==> config.mk <==
export PLATFORM = sky130hd
export DESIGN_NAME = ppmc_top
export DESIGN_NICKNAME = d
export VERILOG_FILES = /design/src/hw/ppmc_pkg.sv /design/src/hw/ppmc_edge_detect.sv /design/src/hw/ppmc_top.sv
export VERILOG_INCLUDE_DIRS = /design/src /design/src/hw
export SDC_FILE = /design/constraint.sdc
export NUM_CORES = 1
export LEC_CHECK = 0
export ABC_AREA = 1
export ABC_CLOCK_PERIOD_IN_PS = 1310
export BUFFER_PORTS_ARGS = -buffer_cell sky130_fd_sc_hd__buf_2
export CORE_AREA = 4 4 162 164
export CTS_BUF_LIST = sky130_fd_sc_hd__clkbuf_4 sky130_fd_sc_hd__clkbuf_8
export CTS_CLUSTER_DIAMETER = 200
export CTS_CLUSTER_SIZE = 40
export DETAILED_ROUTE_END_ITERATION = 16
export DIE_AREA = 0 0 166 168
export PLACE_DENSITY_LB_ADDON = 0.08
export RECOVER_POWER = 25
export SYNTH_ARGS = -nofsm -noshare
export SYNTH_HDL_FRONTEND = slang
export SYNTH_SLANG_ARGS = --single-unit
==> constraint.sdc <==
create_clock -name pclk -period 1.31 [get_ports pclk]
set_clock_uncertainty 0.05 [all_clocks]
set_input_delay 0.131 -clock pclk [delete_from_list [all_inputs] [get_ports pclk]]
set_output_delay 0.131 -clock pclk [all_outputs]
set_load 0.02 [all_outputs]
==> src/hw/ppmc_consts.svh <==
// Offsets, field positions and reset values for the port pin mode control block
`ifndef PPMC_CONSTS_SVH
`define PPMC_CONSTS_SVH
// ==================================================
// Register byte offsets
`define PPMC_OFF_P0_OUT 12'h000
`define PPMC_OFF_P1_OUT 12'h004
`define PPMC_OFF_P2_OUT 12'h008
`define PPMC_OFF_P3_OUT 12'h00C
`define PPMC_OFF_P4_OUT 12'h010
`define PPMC_OFF_P5_OUT 12'h014
`define PPMC_OFF_P6_OUT 12'h018
`define PPMC_OFF_P0_DIR 12'h020
`define PPMC_OFF_P1_DIR 12'h024
`define PPMC_OFF_P2_DIR 12'h028
`define PPMC_OFF_P3_DIR 12'h02C
`define PPMC_OFF_P5_DIR 12'h034
`define PPMC_OFF_P6_DIR 12'h038
`define PPMC_OFF_PUO 12'h040
`define PPMC_OFF_MEMX 12'h044
`define PPMC_OFF_CTRL 12'h048
`define PPMC_OFF_EDGE 12'h04C
`define PPMC_OFF_FLAG 12'h050
`define PPMC_OFF_P0_IN 12'h060
`define PPMC_OFF_P1_IN 12'h064
`define PPMC_OFF_P2_IN 12'h068
`define PPMC_OFF_P3_IN 12'h06C
`define PPMC_OFF_P4_IN 12'h070
`define PPMC_OFF_P5_IN 12'h074
`define PPMC_OFF_P6_IN 12'h078
// ==================================================
// Memory extension register fields
`define PPMC_MEMX_P4_OUT 0
`define PPMC_MEMX_EXT_EN 1
`define PPMC_MEMX_WAIT_EN 2
// Flag register fields
`define PPMC_FLAG_P4_FALL 0
// ==================================================
// Reset values
`define PPMC_RST_DIR 8'hFF
`define PPMC_RST_OUT 8'h00
`define PPMC_RST_PUO 8'h00
`endif

==> src/hw/ppmc_pkg.sv <==
// Types shared by the port pin mode control block
package ppmc_pkg;
    typedef logic [7:0] ppmc_byte_t;
    typedef enum logic [1:0] {
        PPMC_EDGE_FALL,
        PPMC_EDGE_RISE,
        PPMC_EDGE_BOTH,
        PPMC_EDGE_NONE
    } ppmc_edge_e;
endpackage

==> src/hw/ppmc_edge_detect.sv <==
// Selectable edge detector for one external interrupt input
`timescale 1ns/10ps
module ppmc_edge_detect
    import ppmc_pkg::*;
(
    // Clock and reset
    input wire logic pclk,
    input wire logic presetn,
    // Pin sample and edge mode
    input wire logic pin_in,
    input wire logic [1:0] edge_sel,
    // Detected valid edge
    output logic edge_pulse
);
    typedef struct packed {
        logic prev;
        logic pulse;
    } ppmc_ed_s;
    ppmc_ed_s st_reg;
    ppmc_ed_s st_next;

    // ==================================================
    // Edge compare
    always_comb begin
        logic rise;
        logic fall;
        rise = pin_in & ~st_reg.prev;
        fall = ~pin_in & st_reg.prev;
        st_next.prev = pin_in;
        case (ppmc_edge_e'(edge_sel))
            PPMC_EDGE_FALL: st_next.pulse = fall;
            PPMC_EDGE_RISE: st_next.pulse = rise;
            PPMC_EDGE_BOTH: st_next.pulse = rise | fall;
            default: st_next.pulse = 1'b0;
        endcase
    end

    // State register; previous level resets high so no false rise appears
    always_ff @(posedge pclk or negedge presetn) begin
        if (!presetn) begin
            st_reg <= '{prev: 1'b1, pulse: 1'b0};
        end else begin
            st_reg <= st_next;
        end
    end

    assign edge_pulse = st_reg.pulse;
endmodule

==> src/hw/ppmc_top.sv <==
// Port pin mode control: seven ports, pull-ups, edge detect, APB registers
//
// Summary of operation
// - Port 0 bits 0 and 4 input only.
// - Port 0 bits 1-3 direction per bit.
// - Port 0 pull-up only as enabled input.
// - Interrupts 0-2 detect selected valid edge.
// - Interrupt 0 edge also triggers timer capture.
// - Interrupt 3 raises on falling edge only.
// - Analog port 1 pins drop their pull-up.
// - Port 2 direction set per bit.
// - Port 4 falling edge sets test flag.
// - Port 4 direction set as whole byte.
// - Memory mode: port 4 carries address/data, no pull-up.
// - Memory mode: port 5 drives high address.
// - Ports 1,3,5,6 direction per bit.
// - Port 6 bits 0-3 open drain, no pull-up.
// - Port 6 bits 4-7 pull-up as enabled input.
// - Memory mode: port 6 bits 4, 5 and 7 carry strobes.
// - Without wait, port 6 bit 6 stays port.
// - Low reset input resets the block.
`timescale 1ns/10ps
`include "ppmc_consts.svh"
module ppmc_top
    import ppmc_pkg::*;
(
    // Clock and reset
    input wire logic pclk,
    input wire logic presetn,

    // APB slave
    input wire logic psel,
    input wire logic penable,
    input wire logic pwrite,
    input wire logic [11:0] paddr,
    input wire logic [31:0] pwdata,
    output logic [31:0] prdata,
    output logic pready,
    output logic pslverr,

    // Port pins, input levels
    input wire logic [4:0] port0_in,
    input wire logic [7:0] port1_in,
    input wire logic [7:0] port2_in,
    input wire logic [7:0] port3_in,
    input wire logic [7:0] port4_in,
    input wire logic [7:0] port5_in,
    input wire logic [7:0] port6_in,

    // Port pins, output levels
    output logic [4:0] port0_out,
    output logic [7:0] port1_out,
    output logic [7:0] port2_out,
    output logic [7:0] port3_out,
    output logic [7:0] port4_out,
    output logic [7:0] port5_out,
    output logic [7:0] port6_out,

    // Port pins, output enables
    output logic [4:0] port0_oe,
    output logic [7:0] port1_oe,
    output logic [7:0] port2_oe,
    output logic [7:0] port3_oe,
    output logic [7:0] port4_oe,
    output logic [7:0] port5_oe,
    output logic [7:0] port6_oe,

    // Pull-up enables
    output logic [4:0] port0_pullup,
    output logic [7:0] port1_pullup,
    output logic [7:0] port2_pullup,
    output logic [7:0] port3_pullup,
    output logic [7:0] port4_pullup,
    output logic [7:0] port5_pullup,
    output logic [7:0] port6_pullup,

    // Alternate functions: A/D, serial, timers
    input wire logic [7:0] analog_inputs,
    input wire logic [7:0] port2_ctrl_sel,
    input wire logic [7:0] port2_ctrl_out,
    input wire logic [7:0] port2_ctrl_oe,
    input wire logic [7:0] port3_ctrl_sel,
    input wire logic [7:0] port3_ctrl_out,

    // External memory bus
    input wire logic [7:0] low_addr_data_bus,
    input wire logic low_addr_data_oe,
    input wire logic [7:0] high_addr_bus,
    input wire logic mem_read_strobe,
    input wire logic mem_write_strobe,
    input wire logic addr_latch_strobe,
    output logic mem_wait_in,

    // Events
    output logic [3:0] ext_irq_req,
    output logic timer16_capture,
    output logic timer16_count_in,
    output logic port4_falling_edge_flag
);
    typedef struct packed {
        logic [6:0][7:0] out_latch;
        logic [7:0] port0_direction;
        logic [7:0] port1_direction;
        logic [7:0] port2_direction;
        logic [7:0] port3_direction;
        logic [7:0] port5_direction;
        logic [7:0] port6_direction;
        logic [7:0] pullup_option;
        logic [2:0] memory_extension_mode;
        logic [7:0] edge_select;
        logic [7:0] p4_prev;
        logic fall_flag;
        logic [31:0] rdata;
    } ppmc_state_s;

    ppmc_state_s st_reg;
    ppmc_state_s st_next;

    logic [3:0] edge_pulse;
    logic mem_ext;
    logic wait_used;
    logic p4_out_mode;
    logic [7:0] p4_fall;

    // ==================================================
    // Address decode helpers
    function automatic logic addr_hit(input logic [11:0] a, input logic [11:0] off);
        return a == off;
    endfunction

    // Pull-up term: enabled only for an input with the port's option set
    function automatic logic [7:0] pullup_of(input logic en, input logic [7:0] dir_in);
        return en ? dir_in : 8'h00;
    endfunction

    // ==================================================
    // Mode decode
    assign mem_ext = st_reg.memory_extension_mode[`PPMC_MEMX_EXT_EN];
    assign wait_used = mem_ext & st_reg.memory_extension_mode[`PPMC_MEMX_WAIT_EN];
    assign p4_out_mode = st_reg.memory_extension_mode[`PPMC_MEMX_P4_OUT];
    assign p4_fall = st_reg.p4_prev & ~port4_in;

    // ==================================================
    // External interrupt edge detectors, inputs 0-2 selectable
    genvar gi;

    generate
        for (gi = 0; gi < 3; gi++) begin : g_irq
            ppmc_edge_detect u_edge (
                .pclk(pclk),
                .presetn(presetn),
                .pin_in(port0_in[gi]),
                .edge_sel(st_reg.edge_select[2*gi+:2]),
                .edge_pulse(edge_pulse[gi])
            );
        end
    endgenerate

    // Input 3 fixed to the falling edge
    ppmc_edge_detect u_edge3 (
        .pclk(pclk),
        .presetn(presetn),
        .pin_in(port0_in[3]),
        .edge_sel(2'(PPMC_EDGE_FALL)),
        .edge_pulse(edge_pulse[3])
    );

    assign ext_irq_req = edge_pulse;
    assign timer16_capture = edge_pulse[0];
    assign timer16_count_in = port0_in[0];
    assign port4_falling_edge_flag = st_reg.fall_flag;

    // ==================================================
    // Register update and bus reads
    always_comb begin
        logic wr;
        logic rd;
        st_next = st_reg;
        wr = psel & penable & pwrite;
        rd = psel & ~penable & ~pwrite;

        st_next.p4_prev = port4_in;

        // Hardware set wins over a same-cycle clear
        if (wr && addr_hit(paddr, `PPMC_OFF_FLAG) && pwdata[`PPMC_FLAG_P4_FALL]) begin
            st_next.fall_flag = 1'b0;
        end
        if (|p4_fall) begin
            st_next.fall_flag = 1'b1;
        end

        if (wr) begin
            for (int i = 0; i < 7; i++) begin
                if (addr_hit(paddr, 12'(`PPMC_OFF_P0_OUT + 4 * i))) begin
                    st_next.out_latch[i] = pwdata[7:0];
                end
            end

            if (addr_hit(paddr, `PPMC_OFF_P0_DIR)) st_next.port0_direction = pwdata[7:0];
            if (addr_hit(paddr, `PPMC_OFF_P1_DIR)) st_next.port1_direction = pwdata[7:0];
            if (addr_hit(paddr, `PPMC_OFF_P2_DIR)) st_next.port2_direction = pwdata[7:0];
            if (addr_hit(paddr, `PPMC_OFF_P3_DIR)) st_next.port3_direction = pwdata[7:0];
            if (addr_hit(paddr, `PPMC_OFF_P5_DIR)) st_next.port5_direction = pwdata[7:0];
            if (addr_hit(paddr, `PPMC_OFF_P6_DIR)) st_next.port6_direction = pwdata[7:0];
            if (addr_hit(paddr, `PPMC_OFF_PUO)) st_next.pullup_option = pwdata[7:0];
            if (addr_hit(paddr, `PPMC_OFF_MEMX)) st_next.memory_extension_mode = pwdata[2:0];
            if (addr_hit(paddr, `PPMC_OFF_EDGE)) st_next.edge_select = pwdata[7:0];
        end

        // Read data loaded in setup, valid in access
        if (rd) begin
            st_next.rdata = 32'h0000_0000;
            for (int i = 0; i < 7; i++) begin
                if (addr_hit(paddr, 12'(`PPMC_OFF_P0_OUT + 4 * i))) begin
                    st_next.rdata[7:0] = st_reg.out_latch[i];
                end
            end

            case (paddr)
                `PPMC_OFF_P0_DIR: st_next.rdata[7:0] = st_reg.port0_direction;
                `PPMC_OFF_P1_DIR: st_next.rdata[7:0] = st_reg.port1_direction;
                `PPMC_OFF_P2_DIR: st_next.rdata[7:0] = st_reg.port2_direction;
                `PPMC_OFF_P3_DIR: st_next.rdata[7:0] = st_reg.port3_direction;
                `PPMC_OFF_P5_DIR: st_next.rdata[7:0] = st_reg.port5_direction;
                `PPMC_OFF_P6_DIR: st_next.rdata[7:0] = st_reg.port6_direction;
                `PPMC_OFF_PUO: st_next.rdata[7:0] = st_reg.pullup_option;
                `PPMC_OFF_MEMX: st_next.rdata[2:0] = st_reg.memory_extension_mode;
                `PPMC_OFF_EDGE: st_next.rdata[7:0] = st_reg.edge_select;
                `PPMC_OFF_FLAG: st_next.rdata[0] = st_reg.fall_flag;
                `PPMC_OFF_P0_IN: st_next.rdata[4:0] = port0_in;
                `PPMC_OFF_P1_IN: st_next.rdata[7:0] = port1_in;
                `PPMC_OFF_P2_IN: st_next.rdata[7:0] = port2_in;
                `PPMC_OFF_P3_IN: st_next.rdata[7:0] = port3_in;
                `PPMC_OFF_P4_IN: st_next.rdata[7:0] = port4_in;
                `PPMC_OFF_P5_IN: st_next.rdata[7:0] = port5_in;
                `PPMC_OFF_P6_IN: st_next.rdata[7:0] = port6_in;
                default: st_next.rdata[7:0] = st_next.rdata[7:0];
            endcase
        end
    end

    // State register; every pin starts as an undriven input
    always_ff @(posedge pclk or negedge presetn) begin
        if (!presetn) begin
            st_reg.out_latch <= {7{`PPMC_RST_OUT}};

            st_reg.port0_direction <= `PPMC_RST_DIR;
            st_reg.port1_direction <= `PPMC_RST_DIR;
            st_reg.port2_direction <= `PPMC_RST_DIR;
            st_reg.port3_direction <= `PPMC_RST_DIR;
            st_reg.port5_direction <= `PPMC_RST_DIR;
            st_reg.port6_direction <= `PPMC_RST_DIR;

            st_reg.pullup_option <= `PPMC_RST_PUO;
            st_reg.memory_extension_mode <= 3'h0;
            st_reg.edge_select <= 8'h00;

            st_reg.p4_prev <= 8'hFF;
            st_reg.fall_flag <= 1'b0;
            st_reg.rdata <= 32'h0000_0000;
        end else begin
            st_reg <= st_next;
        end
    end

    // ==================================================
    // APB answers: zero wait states, unmapped reads return zero
    assign pready = 1'b1;
    assign pslverr = 1'b0;

    assign prdata = st_reg.rdata;

    // ==================================================
    // Port 0: bits 0 and 4 input only, bits 1-3 per-bit direction
    assign port0_out = st_reg.out_latch[0][4:0];
    assign port0_oe = {1'b0, ~st_reg.port0_direction[3:1], 1'b0};
    assign port0_pullup = 5'(pullup_of(st_reg.pullup_option[0],
                                       st_reg.port0_direction | 8'h11));

    // Port 1: per-bit direction, analog pins drop their pull-up
    assign port1_out = st_reg.out_latch[1];
    assign port1_oe = ~st_reg.port1_direction;
    assign port1_pullup = pullup_of(st_reg.pullup_option[1], st_reg.port1_direction)
                          & ~analog_inputs;

    // Port 2: per-bit direction; serial functions take the driver when selected
    always_comb begin
        for (int i = 0; i < 8; i++) begin
            if (port2_ctrl_sel[i]) begin
                port2_out[i] = port2_ctrl_out[i];
                port2_oe[i] = port2_ctrl_oe[i] & ~st_reg.port2_direction[i];
            end else begin
                port2_out[i] = st_reg.out_latch[2][i];
                port2_oe[i] = ~st_reg.port2_direction[i];
            end
        end
    end
    assign port2_pullup = pullup_of(st_reg.pullup_option[2], st_reg.port2_direction);

    // Port 3: per-bit direction, timer/clock/buzzer outputs replace the latch
    assign port3_out = (port3_ctrl_sel & port3_ctrl_out)
                       | (~port3_ctrl_sel & st_reg.out_latch[3]);
    assign port3_oe = ~st_reg.port3_direction;
    assign port3_pullup = pullup_of(st_reg.pullup_option[3], st_reg.port3_direction);

    // Port 4: whole-byte direction, address/data in memory mode
    assign port4_out = mem_ext ? low_addr_data_bus : st_reg.out_latch[4];
    assign port4_oe = mem_ext ? {8{low_addr_data_oe}} : {8{p4_out_mode}};
    assign port4_pullup = mem_ext ? 8'h00
                          : pullup_of(st_reg.pullup_option[4], {8{~p4_out_mode}});

    // Port 5: per-bit direction, high address in memory mode
    assign port5_out = mem_ext ? high_addr_bus : st_reg.out_latch[5];
    assign port5_oe = mem_ext ? 8'hFF : ~st_reg.port5_direction;
    assign port5_pullup = mem_ext ? 8'h00
                          : pullup_of(st_reg.pullup_option[5], st_reg.port5_direction);

    // Port 6: low nibble open drain, bits 4, 5 and 7 carry memory strobes
    always_comb begin
        logic [7:0] oe6;
        logic [7:0] pu6;
        oe6 = ~st_reg.port6_direction;
        pu6 = pullup_of(st_reg.pullup_option[6], st_reg.port6_direction);
        port6_out = st_reg.out_latch[6];
        port6_out[3:0] = 4'h0;
        oe6[3:0] = ~st_reg.port6_direction[3:0] & ~st_reg.out_latch[6][3:0];
        pu6[3:0] = 4'h0;

        if (mem_ext) begin
            port6_out[4] = mem_read_strobe;
            port6_out[5] = mem_write_strobe;
            port6_out[7] = addr_latch_strobe;
            oe6[4] = 1'b1;
            oe6[5] = 1'b1;
            oe6[7] = 1'b1;

            pu6[4] = 1'b0;
            pu6[5] = 1'b0;
            pu6[7] = 1'b0;

            if (wait_used) begin
                oe6[6] = 1'b0;
                pu6[6] = 1'b0;
            end
        end

        port6_oe = oe6;
        port6_pullup = pu6;
    end

    // Wait input is only seen when the wait function is enabled
    assign mem_wait_in = wait_used & port6_in[6];
endmodule

# Word-level counts from Yosys, hierarchy flattened
# Index checks and enable logic that the tools add are counted.
[totals]
elab_cells = 189
rom_bits = 0
memories = 0
output_inout_bits = 201
inputBits = 170
reg_bits = 148
latch_bits = 0
ram_bits = 0
[op_classes]
mux = 51
n_addsub = 0
reduce_logical = 24
multipliers = 0
n_lt_le_gt_ge = 0
n_bitwise = 58
shift = 0
eq_ne = 29
n_div = 0
[ops]
columns = ["cell", "n"]
rows = [
  ["2-to-1 mux 8 bit", 19],
  ["equality test 12 x 7 -> 1 bit, second input constant", 11],
  ["equality test 12 x 6 -> 1 bit, second input constant", 6],
  ["NOT 8 bit", 7],
  ["one-hot mux 3 bit (14 select lines)", 1],
  ["equality test 12 x 5 -> 1 bit, second input constant", 3],
  ["bitwise AND 8 bit", 4],
  ["one-hot mux 2 bit (16 select lines)", 1],
  ["AND reduction 2 bit", 16],
  ["one-hot mux 2 bit (15 select lines)", 1],
  ["equality test 12 x 4 -> 1 bit, second input constant", 2],
  ["bitwise AND 1 bit", 21],
  ["2-to-1 mux 1 bit", 21],
  ["NOT 1 bit", 18],
  ["one-hot mux 1 bit (17 select lines)", 1],
  ["equality test 12 x 3 -> 1 bit, second input constant", 1],
  ["zero test 12 bit", 1],
  ["one-hot mux 1 bit (3 select lines)", 3],
  ["2-to-1 mux 4 bit", 2],
  ["NOT 4 bit", 2],
  ["bitwise OR 8 bit", 1],
  ["OR reduction 8 bit", 1],
  ["equality test 2 x 1 -> 1 bit, second input constant", 3],
  ["equality test 2 bit, second input constant", 3],
  ["other kinds (8)", 13],
]

# Logic depth before layout (Yosys ltp)
# Gate-level depths: netlist of run 1.
[depth]
depth_word = 9
mapped_depth = 13
ltp_nobuf = 13

# By module
# From an unflattened synthesis of run 1, not the netlist that was laid out.
[unflattened]
hier_cells = 1265
hier_area_um2 = 9046.2
[modules_own_cells]
columns = ["module", "area_per_inst_um2", "instances", "cells_per_inst", "seq_area_each_um2"]
rows = [
  ["ppmc_top", 8560.7, 1, 1213, 3573.4],
  ["ppmc_edge_detect", 121.4, 4, 13, 51.3],
]

# Worst setup path after synthesis of run 1
# No wires, ideal clock.
[synth_timing]
path_type = "register to output"
start = "reg st_reg, in the netlist mem_ext"
end = "out port4_pullup[1]"
t_arrival_ns = 1.722
path_slack_ns = -0.593
path_stages_with_launch = 4
n_path_buf = 2
required_time_ns = 1.129
cell_sequence = "dfrtp_1 clkbuf_1 nor3b_1 buf_4"
[synth_between]
elab_chain_cells = 1
[synth_lines]
columns = ["element", "line_no", "source"]
rows = [
  ["start: declaration", "ppmc_top.sv:116", "ppmc_state_s st_reg;"],
  ["start signal: assignment", "ppmc_top.sv:262", "st_reg <= st_next;"],
  ["2-to-1 mux 8 bit", "ppmc_top.sv:309", "assign port4_pullup = mem_ext ? 8'h00"],
  ["end: declaration", "ppmc_top.sv:73", "output logic [7:0] port4_pullup,"],
]
# Every way passes these cells.

# Final worst setup path of run 1
[layout_timing]
start = "reg st_reg, in the netlist mem_ext"
end = "out port5_out[3]"
[layout_between]
elab_chain_cells = 1
[layout_lines]
columns = ["element", "line_no", "source"]
rows = [
  ["2-to-1 mux 8 bit", "ppmc_top.sv:313", "assign port5_out = mem_ext ? high_addr_bus : st_reg.out_latch[5];"],
  ["end: declaration", "ppmc_top.sv:56", "output logic [7:0] port5_out,"],
]
# Every way passes these cells.

==> results of run 1 <==
==> logic make-up (layout without fill, tap and decap cells) <==
| kind of cell | after synthesis | in the layout | share of synthesized area, % |
|---|---|---|---|
| other | 2 | 37 | 0.0832 |
| DFF | 148 | 148 | 41.9 |
| muxes | 3 | 3 | 0.374 |
| AOI/OAI and AO/OA | 156 | 156 | 8.82 |
| buffers and inverters | 247 | 663 | 14.4 |
| and+or+nand+nor | 693 | 693 | 33.6 |
| adders and majority gates | 6 | 6 | 0.832 |
==> routing by layer <==
| layer | vias up | global-route usage [%] | part of all wire [%] |
|---|---|---|---|
| li1 | 4792 | - | - |
| met2 | 436 | 43.3 | 48 |
| met1 | 4787 | 35.6 | 43 |
| met4 | 2 | 7.32 | 2.3 |
| met5 | - | 0 | 0.034 |
| met3 | 49 | 6.34 | 7.4 |
==> cells in the mapped netlist <==
library cell	number	area, um2
inv_1	112	420
nand3_1	98	490
nand3_4	2	35.0
dfstp_2	60	1580
o21ai_1	25	125
a221oi_1	2	17.5
buf_6	6	67.6
conb_1	2	7.51
nor3_4	2	32.5
buf_2	10	50.1
nor2_1	117	439
nor2_8	1	20.0
nor2_2	8	50.1
nand3_2	2	20.0
mux2_2	3	33.8
nor3b_1	1	7.51
ha_1	6	75.1
dfrtp_1	88	2200
o21ai_0	117	586
nand2_1	386	1450
nor4_1	2	12.5
clkbuf_1	27	101
o22ai_1	3	18.8
and3_1	2	12.5
a21oi_1	8	40.0
nor3_2	3	30.0
o32ai_1	1	8.76
nand2_2	9	56.3
nor3_1	22	110
buf_1	1	3.75
buf_4	85	638
nand4_1	32	200
inv_2	6	22.5
nor2_4	6	67.6
==> layout make-up <==
type | count | area, um2
Antenna cell | 1 | 2.50
Clock buffer | 17 | 234
Clock inverter | 15 | 160
Fill cell | 2333 | 10600
Inverter | 118 | 453
Multi-Input combinational cell | 894 | 4840
Sequential cell | 148 | 3780
Tap cell | 330 | 413
Timing Repair Buffer | 513 | 4400
==> worst paths after layout <==
| kind | cells past startpoint | slack [ns] | startpoint | to |
|---|---|---|---|---|
| min in group asynchronous | 2 | 0.29 | presetn | g_irq[0].u_edge.edge_pulse |
| hold reg to reg | 2 | 0.42 | u_edge3.st_reg[1] | u_edge3.edge_pulse |
| hold / removal | 4 | 0.06 | pwdata[3] | st_reg[159] |
| setup / recovery | 6 | -0.45 | mem_ext | port5_out[3] |
| setup reg to reg | 6 | -0.17 | port1_out[7] | prdata[7] |
| max in group asynchronous | 3 | 0.03 | presetn | st_reg[62] |
==> tightest hold or removal path: cells and delay by family <==
kind / cells / cell delay [ns]
AOI/OAI and AO/OA: 1 / 0.13
buffers and inverters: 3 / 0.27
==> power by group through the flow <==
stage	Combinational, mW	Clock, mW	Sequential, mW
after floorplan	0.590	0	4.75
after global placement	1.18	0	4.76
after detailed placement	1.18	0	4.76
after CTS	1.28	3.72	4.68
after global routing	1.41	3.92	4.68
final	1.31	3.67	4.68
==> metrics by stage <==
stage | instance area (um2) | power, mW | cells | utilization, % | TNS, ns
global placement | 11600 | 5.93 | 1927 | 46.7 | -39.55
finish | 14300 | 9.65 | 2036 | 57.4 | -34.73
global route | 14300 | 10.0 | 2035 | 57.4 | -45.22
floorplan | 9320 | 5.34 | 1289 | - | -0.212
CTS | 13600 | 9.68 | 2019 | 54.8 | -36.83
detailed placement | 11600 | 5.93 | 1927 | 46.7 | -40.24
==> what timing repair did <==
item,in CTS,in global routing
hold endpoints to repair,117,0
cloned,2,2
hold buffers,14,0
resized for setup,382,166
buffers inserted,52,23
pin swaps,34,79
setup endpoints to repair,158,178
==> impl_results.md, run 1 <==
- #FFs+latches synth: about 150
- Synth Instances: 1,255
- Routability cong.: slightly above 0.9
- IO Port Bufs: 310
- DR vias/cell: about 5
- Most common cell after layout, fill and taps aside: nand2_1
- Sw frac: between 30% and 40%
- Dpl ws: -0.712 ns
- CTS clock-pin slew for the worst setup and hold paths: roughly 0.10 ns
- Fmax: 569 MHz
- Final min period: between 1.5 and 2 ns
- Endpoints failing hold: 0
- Initial antenna violation count: 2
- Cell mode on critical path: nand2_1
- Largest net degree at the start of global routing: 38
- Boundary Pins: ~370
- Clk Latency, worst-skew pair: 0.48 ns
- Die height: 168 um
- PwrDens: about 680 nW/um2
- DR DRC count: 0
- Placeable core area: around 25,000 um2
- Switching power: 3.07 mW
- Clk pwr share: 38.0%
- CP Max Fanout: 8
- Static leakage: between 7 and 8 nW
- Internal power: around 6.6 mW
- Crit path max-delay family: buffers and inverters
- Failing checks: negative setup slack
- First-pass GRT wire length: just under 60,000 um
- CTS tree: built
- CP endpoint kind: primary output
- Layout cells sized above 1: a little under half
- Effective utilization at floorplan: between 30% and 40%
- Min-Delay Path Class: in -> reg
- Worst path slowest cell: dfrtp_2
- Syn Area/Cell: a little over 7 um2
- Router iterations before antenna repair: 5
- Startpoint Class: flop
- Worst rel slew slack: between 30% and 40%
- Slew @ Worst Pin: 0.955 ns
- DP HPWL: about 28,000 um
- Delay of the slowest critical-path stage: ~0.47 ns
- VDD IR max: between 0.5 and 0.6 mV
- Die Width: 166 um
- Post-route worst setup slack: -0.446 ns
- Logic pwr share: a little over an eighth
- Part of the power in registers: about half
- Worst EP required: about 1.1 ns
- Total clock sinks: 148
- Ys Warns: 0
- Max_cap viols: 0
- Critical Path AT: 1.57 ns
- Total GRT Usage: approximately a quarter
- DRT Wirelength: approximately 38,000 um
- Clock buffer count from CTS: 17
- Area Overhead vs Synth: 58.2%
- Clock Path Buffers: 2
- Post-synth cell types: 34
- Htree depth: 4
- Vias in the first global route: between 9,000 and 10,000
- Final ANT Viol Nets: 0
- Die ar.: roughly 28,000 um2
- Final setup vio count: approximately 150
- Buf/Inv on CP: 4
- CTS root buf: clkbuf_8
- Tcrit/Tclk final: 134%
- Number of flip-flops in the largest register: 115
- Sequence of cells on the critical path: inv_4 > buf_12 > clkbuf_16 > nand2_1 > nand2_1 > buf_6
- Hold_ws: 0.0594 ns
- Layout Nets: 1,868
- Most frequent cells in the layout: nand2_1, buf_6, buf_2, buf_4, o21ai_0
- Iteration-0 DRC Markers: between 700 and 800
- Total gr overflow: 0
- WL per Instance: 18.9 um
- Mapped Area: between 9000 and 10,000 um2
- FP Rows: 58
- Register area share after synthesis: 41.9%
- Outcome: complete, but fails checks
- CP Class: reg -> out
- Fin. max-slew vios: 0
- Setup repair after global routing missed its margin: true
- DR vias: between 10,000 and 15,000
Power figures use the tool's default switching activity.
==> inputs of run 2 (changes only) <==
==> constraint.sdc (replaced) <==
create_clock -name pclk -period 1.31 [get_ports pclk]
set_clock_uncertainty 0.05 [all_clocks]
set_input_delay 0.0655 -clock pclk [delete_from_list [all_inputs] [get_ports pclk]]
set_output_delay 0.0655 -clock pclk [all_outputs]
set_load 0.02 [all_outputs]
==> run 2 against run 1 <==
  * The flow still finishes with violations (negative setup slack)
  * Die area is the same
  * Sequential share of layout area up 0.52 points
  * First-iteration DRC count is 0.13% higher
  * Sequential power barely moved
==> impl_results.md, run 2 (synthesized netlist as in run 1, its figures left out) <==
- Fmax: around 580 MHz
- CTS tree: built
- FP Rows: between 50 and 60
- Clk Latency, worst-skew pair: about 0.46 ns
- DP HPWL: approximately 28,000 um
- Dpl ws: -0.652 ns
- Largest net degree at the start of global routing: 37
- Sw frac: just under 30%
- Layout Nets: 1,888
- Slew @ Worst Pin: roughly 1.1 ns
- Setup repair after global routing missed its margin: true
- Number of flip-flops in the largest register: 115
- CP endpoint kind: primary output
- Iteration-0 DRC Markers: 749
- Max_cap viols: 0
- Part of the power in registers: a little under half
- Effective utilization at floorplan: a little over a third
- Internal power: approximately 6.9 mW
- Outcome: complete, but fails checks
- CTS clock-pin slew for the worst setup and hold paths: 0.09 ns
- Die height: roughly 170 um
- DR vias: around 10,000
- Tcrit/Tclk final: 132%
- DR vias/cell: between 4 and 5
- Layout cells sized above 1: 46.4%
- DRT Wirelength: about 38,000 um
- Clock buffer count from CTS: 17
- PwrDens: 700 nW/um2
- Total GRT Usage: between 20% and 30%
- Total gr overflow: 0
- Placed inst area: ~12,000 um2
- Power Total: ~9.8 mW
- VDD IR max: around 0.59 mV
- Failing checks: negative setup slack
- Fin. max-slew vios: 0
- Antenna cell count: 0
- Worst rel slew slack: ~24%
- Initial antenna violation count: 0
- Final setup vio count: roughly 120
- R2r setup slk: -0.18 ns
- Most common cell after layout, fill and taps aside: nand2_1
- Fillers: between 2,000 and 2,500
- CTS root buf: clkbuf_8
- Placeable core area: about 25,000 um2
- Endpoints failing hold: 0
- Finished layout cell area: about 14,000 um2
- IO Port Bufs: between 300 and 400
- Boundary Pins: around 370
- Switching power: around 2.9 mW
- Die ar.: around 28,000 um2
- Htree depth: 4
- Total clock sinks: between 100 and 150
- Critical Path AT: roughly 1.6 ns
- Routability cong.: between 0.9 and 1
- Static leakage: 7.09 nW
- Startpoint Class: flop
- Most frequent cells in the layout: nand2_1, buf_2, buf_4, buf_6, o21ai_0
- Clock Path Buffers: 2
- Clk pwr share: between 30% and 40%
- Final ANT Viol Nets: 0
- Logic pwr share: about an eighth
- CP Max Fanout: 8
- Min-Delay Path Class: in -> reg
- CP Class: reg -> out
- Final min period: approximately 1.7 ns
- Area Overhead vs Synth: 55.1%
- Worst EP required: ~1.2 ns
- Post-route worst setup slack: -0.413 ns
- DR DRC count: 0
- Router iterations before antenna repair: 5
- WL per Instance: roughly 18 um
- Vias in the first global route: slightly below 10,000
- Die Width: 166 um
- First-pass GRT wire length: about 57,000 um
==> run 2: cell types whose count changed in the layout (fill, tap and decap cells not counted), moves of 4 or more <==
cell / previous run / this run
buf_12: 24 / 14
buf_6: 163 / 131
nand2_1: 339 / 349
nand2_2: 36 / 28
buf_2: 154 / 178
buf_4: 142 / 177
o21ai_0: 100 / 104
nand3_2: 7 / 12
nor3_1: 7 / 12
==> run 2: layout make-up <==
class,instances,area (um2),area share [%]
Multi-Input combinational cell,895,4720,33.7
Timing Repair Buffer,532,4230,30.2
Sequential cell,148,3780,27.0
Inverter,118,454,3.24
Tap cell,330,413,2.95
Clock buffer,18,241,1.72
Clock inverter,14,165,1.18
==> run 2: routing by layer <==
layer,vias to the layer above,routed length (um),GRT usage [%]
li1,4825,-,-
met1,4755,15500,34.5
met2,411,18600,45.1
met3,50,3030,4.93
met4,0,753,5.74
met5,-,0,0
==> run 2: path summary, 6_finish.rpt <==
| path | startpoint | to | cells after the start |
|---|---|---|---|
| worst max-delay path | mem_ext | port5_pullup[4] | 5 |
| max in group asynchronous | presetn | st_reg[81] | 3 |
| worst max register to register | st_reg[128] | prdata[4] | 7 |
| worst min register to register | u_edge3.st_reg[1] | u_edge3.edge_pulse | 2 |
| worst min-delay path | port5_in[7] | prdata[7] | 7 |
| min in group asynchronous | presetn | port4_falling_edge_flag | 2 |
==> run 2: timing repair <==
action | in CTS | in global routing
gates resized for setup | 268 | 192
endpoints found under the setup margin | 144 | 153
buffers inserted | 49 | 20
hold endpoints to repair | 119 | 0
gates cloned | 0 | 2
pin swaps | 41 | 42
hold buffers | 16 | 0
==> run 2: per-stage QoR <==
step	hold WS, ns	cells	util (%)	setup TNS (ns)
floorplan	-0.280	1289	-	-0.721
global placement	-0.0296	1942	46.5	-32.51
detailed placement	-0.0308	1942	46.5	-33.42
CTS	0.00854	2035	53.1	-28.11
global route	0.0595	2055	56.2	-41.06
finish	0.0202	2055	56.2	-26.61
==> run 2: power by group through the flow <==
| stage | registers [mW] | logic (mW) | clock network [mW] |
|---|---|---|---|
| finish | 4.67 | 1.28 | 3.84 |
| global route | 4.68 | 1.39 | 4.10 |
| CTS | 4.67 | 1.25 | 3.91 |
| detailed placement | 4.75 | 1.17 | 0 |
| global placement | 4.75 | 1.16 | 0 |
| floorplan | 4.75 | 0.585 | 0 |
==> run 2: worst max-delay path, stage by stage, from the launching register on <==
cell and delay, ns:
dfrtp_2 0.50, inv_4 0.12, buf_12 0.20, nand2_8 0.07, nor2_4 0.11, buf_6 0.13
==> inputs of run 3 (changes only) <==
--- a/config.mk
+++ b/config.mk
@@ -16,7 +16,8 @@
 export DETAILED_ROUTE_END_ITERATION = 16
 export DIE_AREA = 0 0 166 168
 export PLACE_DENSITY_LB_ADDON = 0.08
-export RECOVER_POWER = 25
+export RECOVER_POWER = 50
 export SYNTH_ARGS = -nofsm -noshare
 export SYNTH_HDL_FRONTEND = slang
+export SYNTH_HIERARCHICAL = 1
 export SYNTH_SLANG_ARGS = --single-unit
==> run 3 against run 2 <==
  * The run still ends with negative setup slack left
  * Synthesized cell count increased by 0.80%
  * Power decreased by 0.37%
  * Clock-buffer cell count decreased by 1
  * Synthesized area increased by 0.21%
  * Non-clock buffer count increased by 30
  * Via count increased by 1.3%
  * Global-route usage decreased by 0.18 points
  * Critical path type unchanged
  * Highest routed layer is now met5
==> impl_results.md, run 3 <==
- Htree depth: 4
- Synth Instances: about 1,300
- Count leader, synth: nand2_1
- Part of the power in registers: 47.5%
- Initial antenna violation count: 2
- Post-route worst setup slack: -0.383 ns
- DP HPWL: 27,600 um
- Effective utilization at floorplan: 36.3%
- CP Class: reg -> out
- Min-Delay Path Class: in -> reg
- Internal power: approximately 6.9 mW
- DRT Wirelength: 38,600 um
- Max_cap viols: 0
- Die height: about 170 um
- Most common cell after layout, fill and taps aside: nand2_1
- Final ANT Viol Nets: 0
- Startpoint Class: flop
- PwrDens: between 600 and 700 nW/um2
- Number of flip-flops in the largest register: ~120
- Sw frac: approximately 30%
- CTS tree: built
- Mapped Area: ~9000 um2
- CP endpoint kind: primary output
- Worst EP required: around 1.2 ns
- First-pass GRT wire length: between 50,000 and 60,000 um
- Largest net degree at the start of global routing: 34
- Most frequent cells in the layout: nand2_1, buf_6, buf_4, buf_2, o21ai_0
- Tcrit/Tclk final: 129%
- IO Port Bufs: between 300 and 400
- Total GRT Usage: between 20% and 30%
- WL per Instance: around 18 um
- Logic pwr share: 13.1%
- Post-synth cell types: 34
- Endpoints failing hold: 0
- Final min period: roughly 1.7 ns
- Hold_ws: around 0.03 ns
- Slew @ Worst Pin: ~0.9 ns
- Die Width: 166 um
- Fillers: 2,232
- Die ar.: between 20,000 and 30,000 um2
- DR DRC count: 0
- Area Overhead vs Synth: 67.2%
- Top cells by area, synth: dfrtp_1, nand2_1, dfstp_2
- Fmax: around 600 MHz
- Worst rel slew slack: 40.0%
- Failing checks: negative setup slack
- Syn Area/Cell: 7.15 um2
- Layout cells sized above 1: 49.9%
- #FFs+latches synth: about 150
- Placeable core area: around 25,000 um2
- Ys Warns: 6
- Clock buffer count from CTS: 17
- Number of synthesized flops with an enable pin: 0
- Outcome: complete, but fails checks
- Vias in the first global route: 9,891
- Final setup vio count: 139
- Synth area leader: dfrtp_1
- Setup repair after global routing missed its margin: true
- Iteration-0 DRC Markers: just over 700
- Util after Layout: 60.8%
- Setup TNS: -27.45 ns
- Critical Path AT: 1.58 ns
- DR vias: about 10,000
- Most instantiated cells after synthesis: nand2_1, inv_1, nor2_1, o21ai_0, dfrtp_1
- Post-synth top flop: dfrtp_1
- Asr flop ratio synth: 100%
- CP Max Fanout: 8
- Static leakage: 7.73 nW
- DR vias/cell: a little under 5
- Total clock sinks: 148
- Total gr overflow: 0
- VDD IR max: roughly 0.51 mV
- Top cell type's share of synthesized area: roughly 24%
- Switching power: around 2.9 mW
- FP Rows: 58
- Router iterations before antenna repair: 5
- Layout Nets: approximately 2,000
- Boundary Pins: around 370
- CTS root buf: clkbuf_8
- Clk pwr share: 39.5%
- Clock Path Buffers: 2
- Clk Latency, worst-skew pair: between 0.4 and 0.5 ns
- Fin. max-slew vios: 0
- Routability cong.: ~0.92
- CTS clock-pin slew for the worst setup and hold paths: about 0.10 ns
- Register area share after synthesis: 41.8%
## run 3: cell count changes in the layout (fill, tap and decap cells not counted), sizes merged, moves of 7 or more
cell | before | now
nand2 | 395 | 456
nor2 | 133 | 123
nand3 | 102 | 62
inv | 126 | 133
buf | 503 | 526
## run 3: power by group through the flow
stage / Sequential (mW) / Combinational [mW] / Clock [mW]
3_3_place_gp: 4.72 / 1.11 / 0
3_5_place_dp: 4.72 / 1.11 / 0
4_1_cts: 4.63 / 1.23 / 3.92
2_1_floorplan: 4.72 / 0.495 / 0
6_report: 4.63 / 1.27 / 3.85
5_1_grt: 4.64 / 1.37 / 4.15
## run 3: worst paths after layout
kind	startpoint	endpoint	slack, ns	cells after the start
max reg2reg	st_reg[92]	prdata[0]	-0.10	10
min	pwdata[5]	st_reg[57]	0.03	4
max in group asynchronous	presetn	st_reg[107]	0.03	3
min reg2reg	prdata[1]	prdata[1]	0.44	2
max	mem_ext	port4_pullup[3]	-0.38	4
min in group asynchronous	presetn	prdata[5]	0.24	2
## run 3: kinds of logic (layout without fill, tap and decap cells)
family / after synthesis / in the layout / synth area share [%]
buffers and inverters: 245 / 721 / 13.8
AO/OA/AOI/OAI: 153 / 153 / 8.56
AND/OR/NAND/NOR: 701 / 701 / 33.7
flip-flops: 148 / 148 / 41.8
multiplexers: 8 / 8 / 0.996
other: 2 / 43 / 0.0830
adder cells (fa/ha/maj): 8 / 8 / 1.11
## run 3: through the flow
step | setup slack, ns | instance area (um2) | total power, mW | instances
finish | -0.383 | 15100 | 9.76 | 2112
global route | -0.464 | 15100 | 10.2 | 2112
CTS | -0.388 | 14100 | 9.78 | 2092
detailed placement | -0.546 | 12000 | 5.82 | 1990
global placement | -0.556 | 12000 | 5.82 | 1990
floorplan | -0.0208 | 9350 | 5.22 | 1305
## run 3: area by class of cell
| class | instances | area, um2 | share of cell area [%] |
|---|---|---|---|
| Multi-Input combinational cell | 912 | 5050 | 33.4 |
| Timing Repair Buffer | 562 | 4960 | 32.8 |
| Sequential cell | 148 | 3780 | 25.0 |
| Inverter | 127 | 495 | 3.27 |
| Tap cell | 330 | 413 | 2.73 |
| Clock buffer | 17 | 234 | 1.55 |
| Clock inverter | 15 | 185 | 1.22 |
| Antenna cell | 1 | 2.50 | 0.0165 |
## run 3: layer usage
layer / vias to the layer above / share of wire, % / GRT usage, %
met1: 4782 / 42 / 34.7
met3: 49 / 8.4 / 6.34
met2: 457 / 47 / 42.5
li1: 4883 / - / -
met4: 2 / 2.2 / 6.99
met5: - / 0.039 / 0
## run 3: worst max-delay path, stage by stage, from the launching register on
cell     delay [ns]
dfrtp_2        0.46
buf_4          0.16
nor3b_4        0.17
buf_6          0.17
buf_4          0.15
## run 3: repair_timing
action                                  4_1_cts  5_1_grt
hold endpoints to repair                    164        0
hold buffers                                 17        0
gates resized for setup                     403      231
pin swaps                                    46       51
endpoints found under the setup margin      145      223
cloned                                        2        7
setup buffers                                56       20
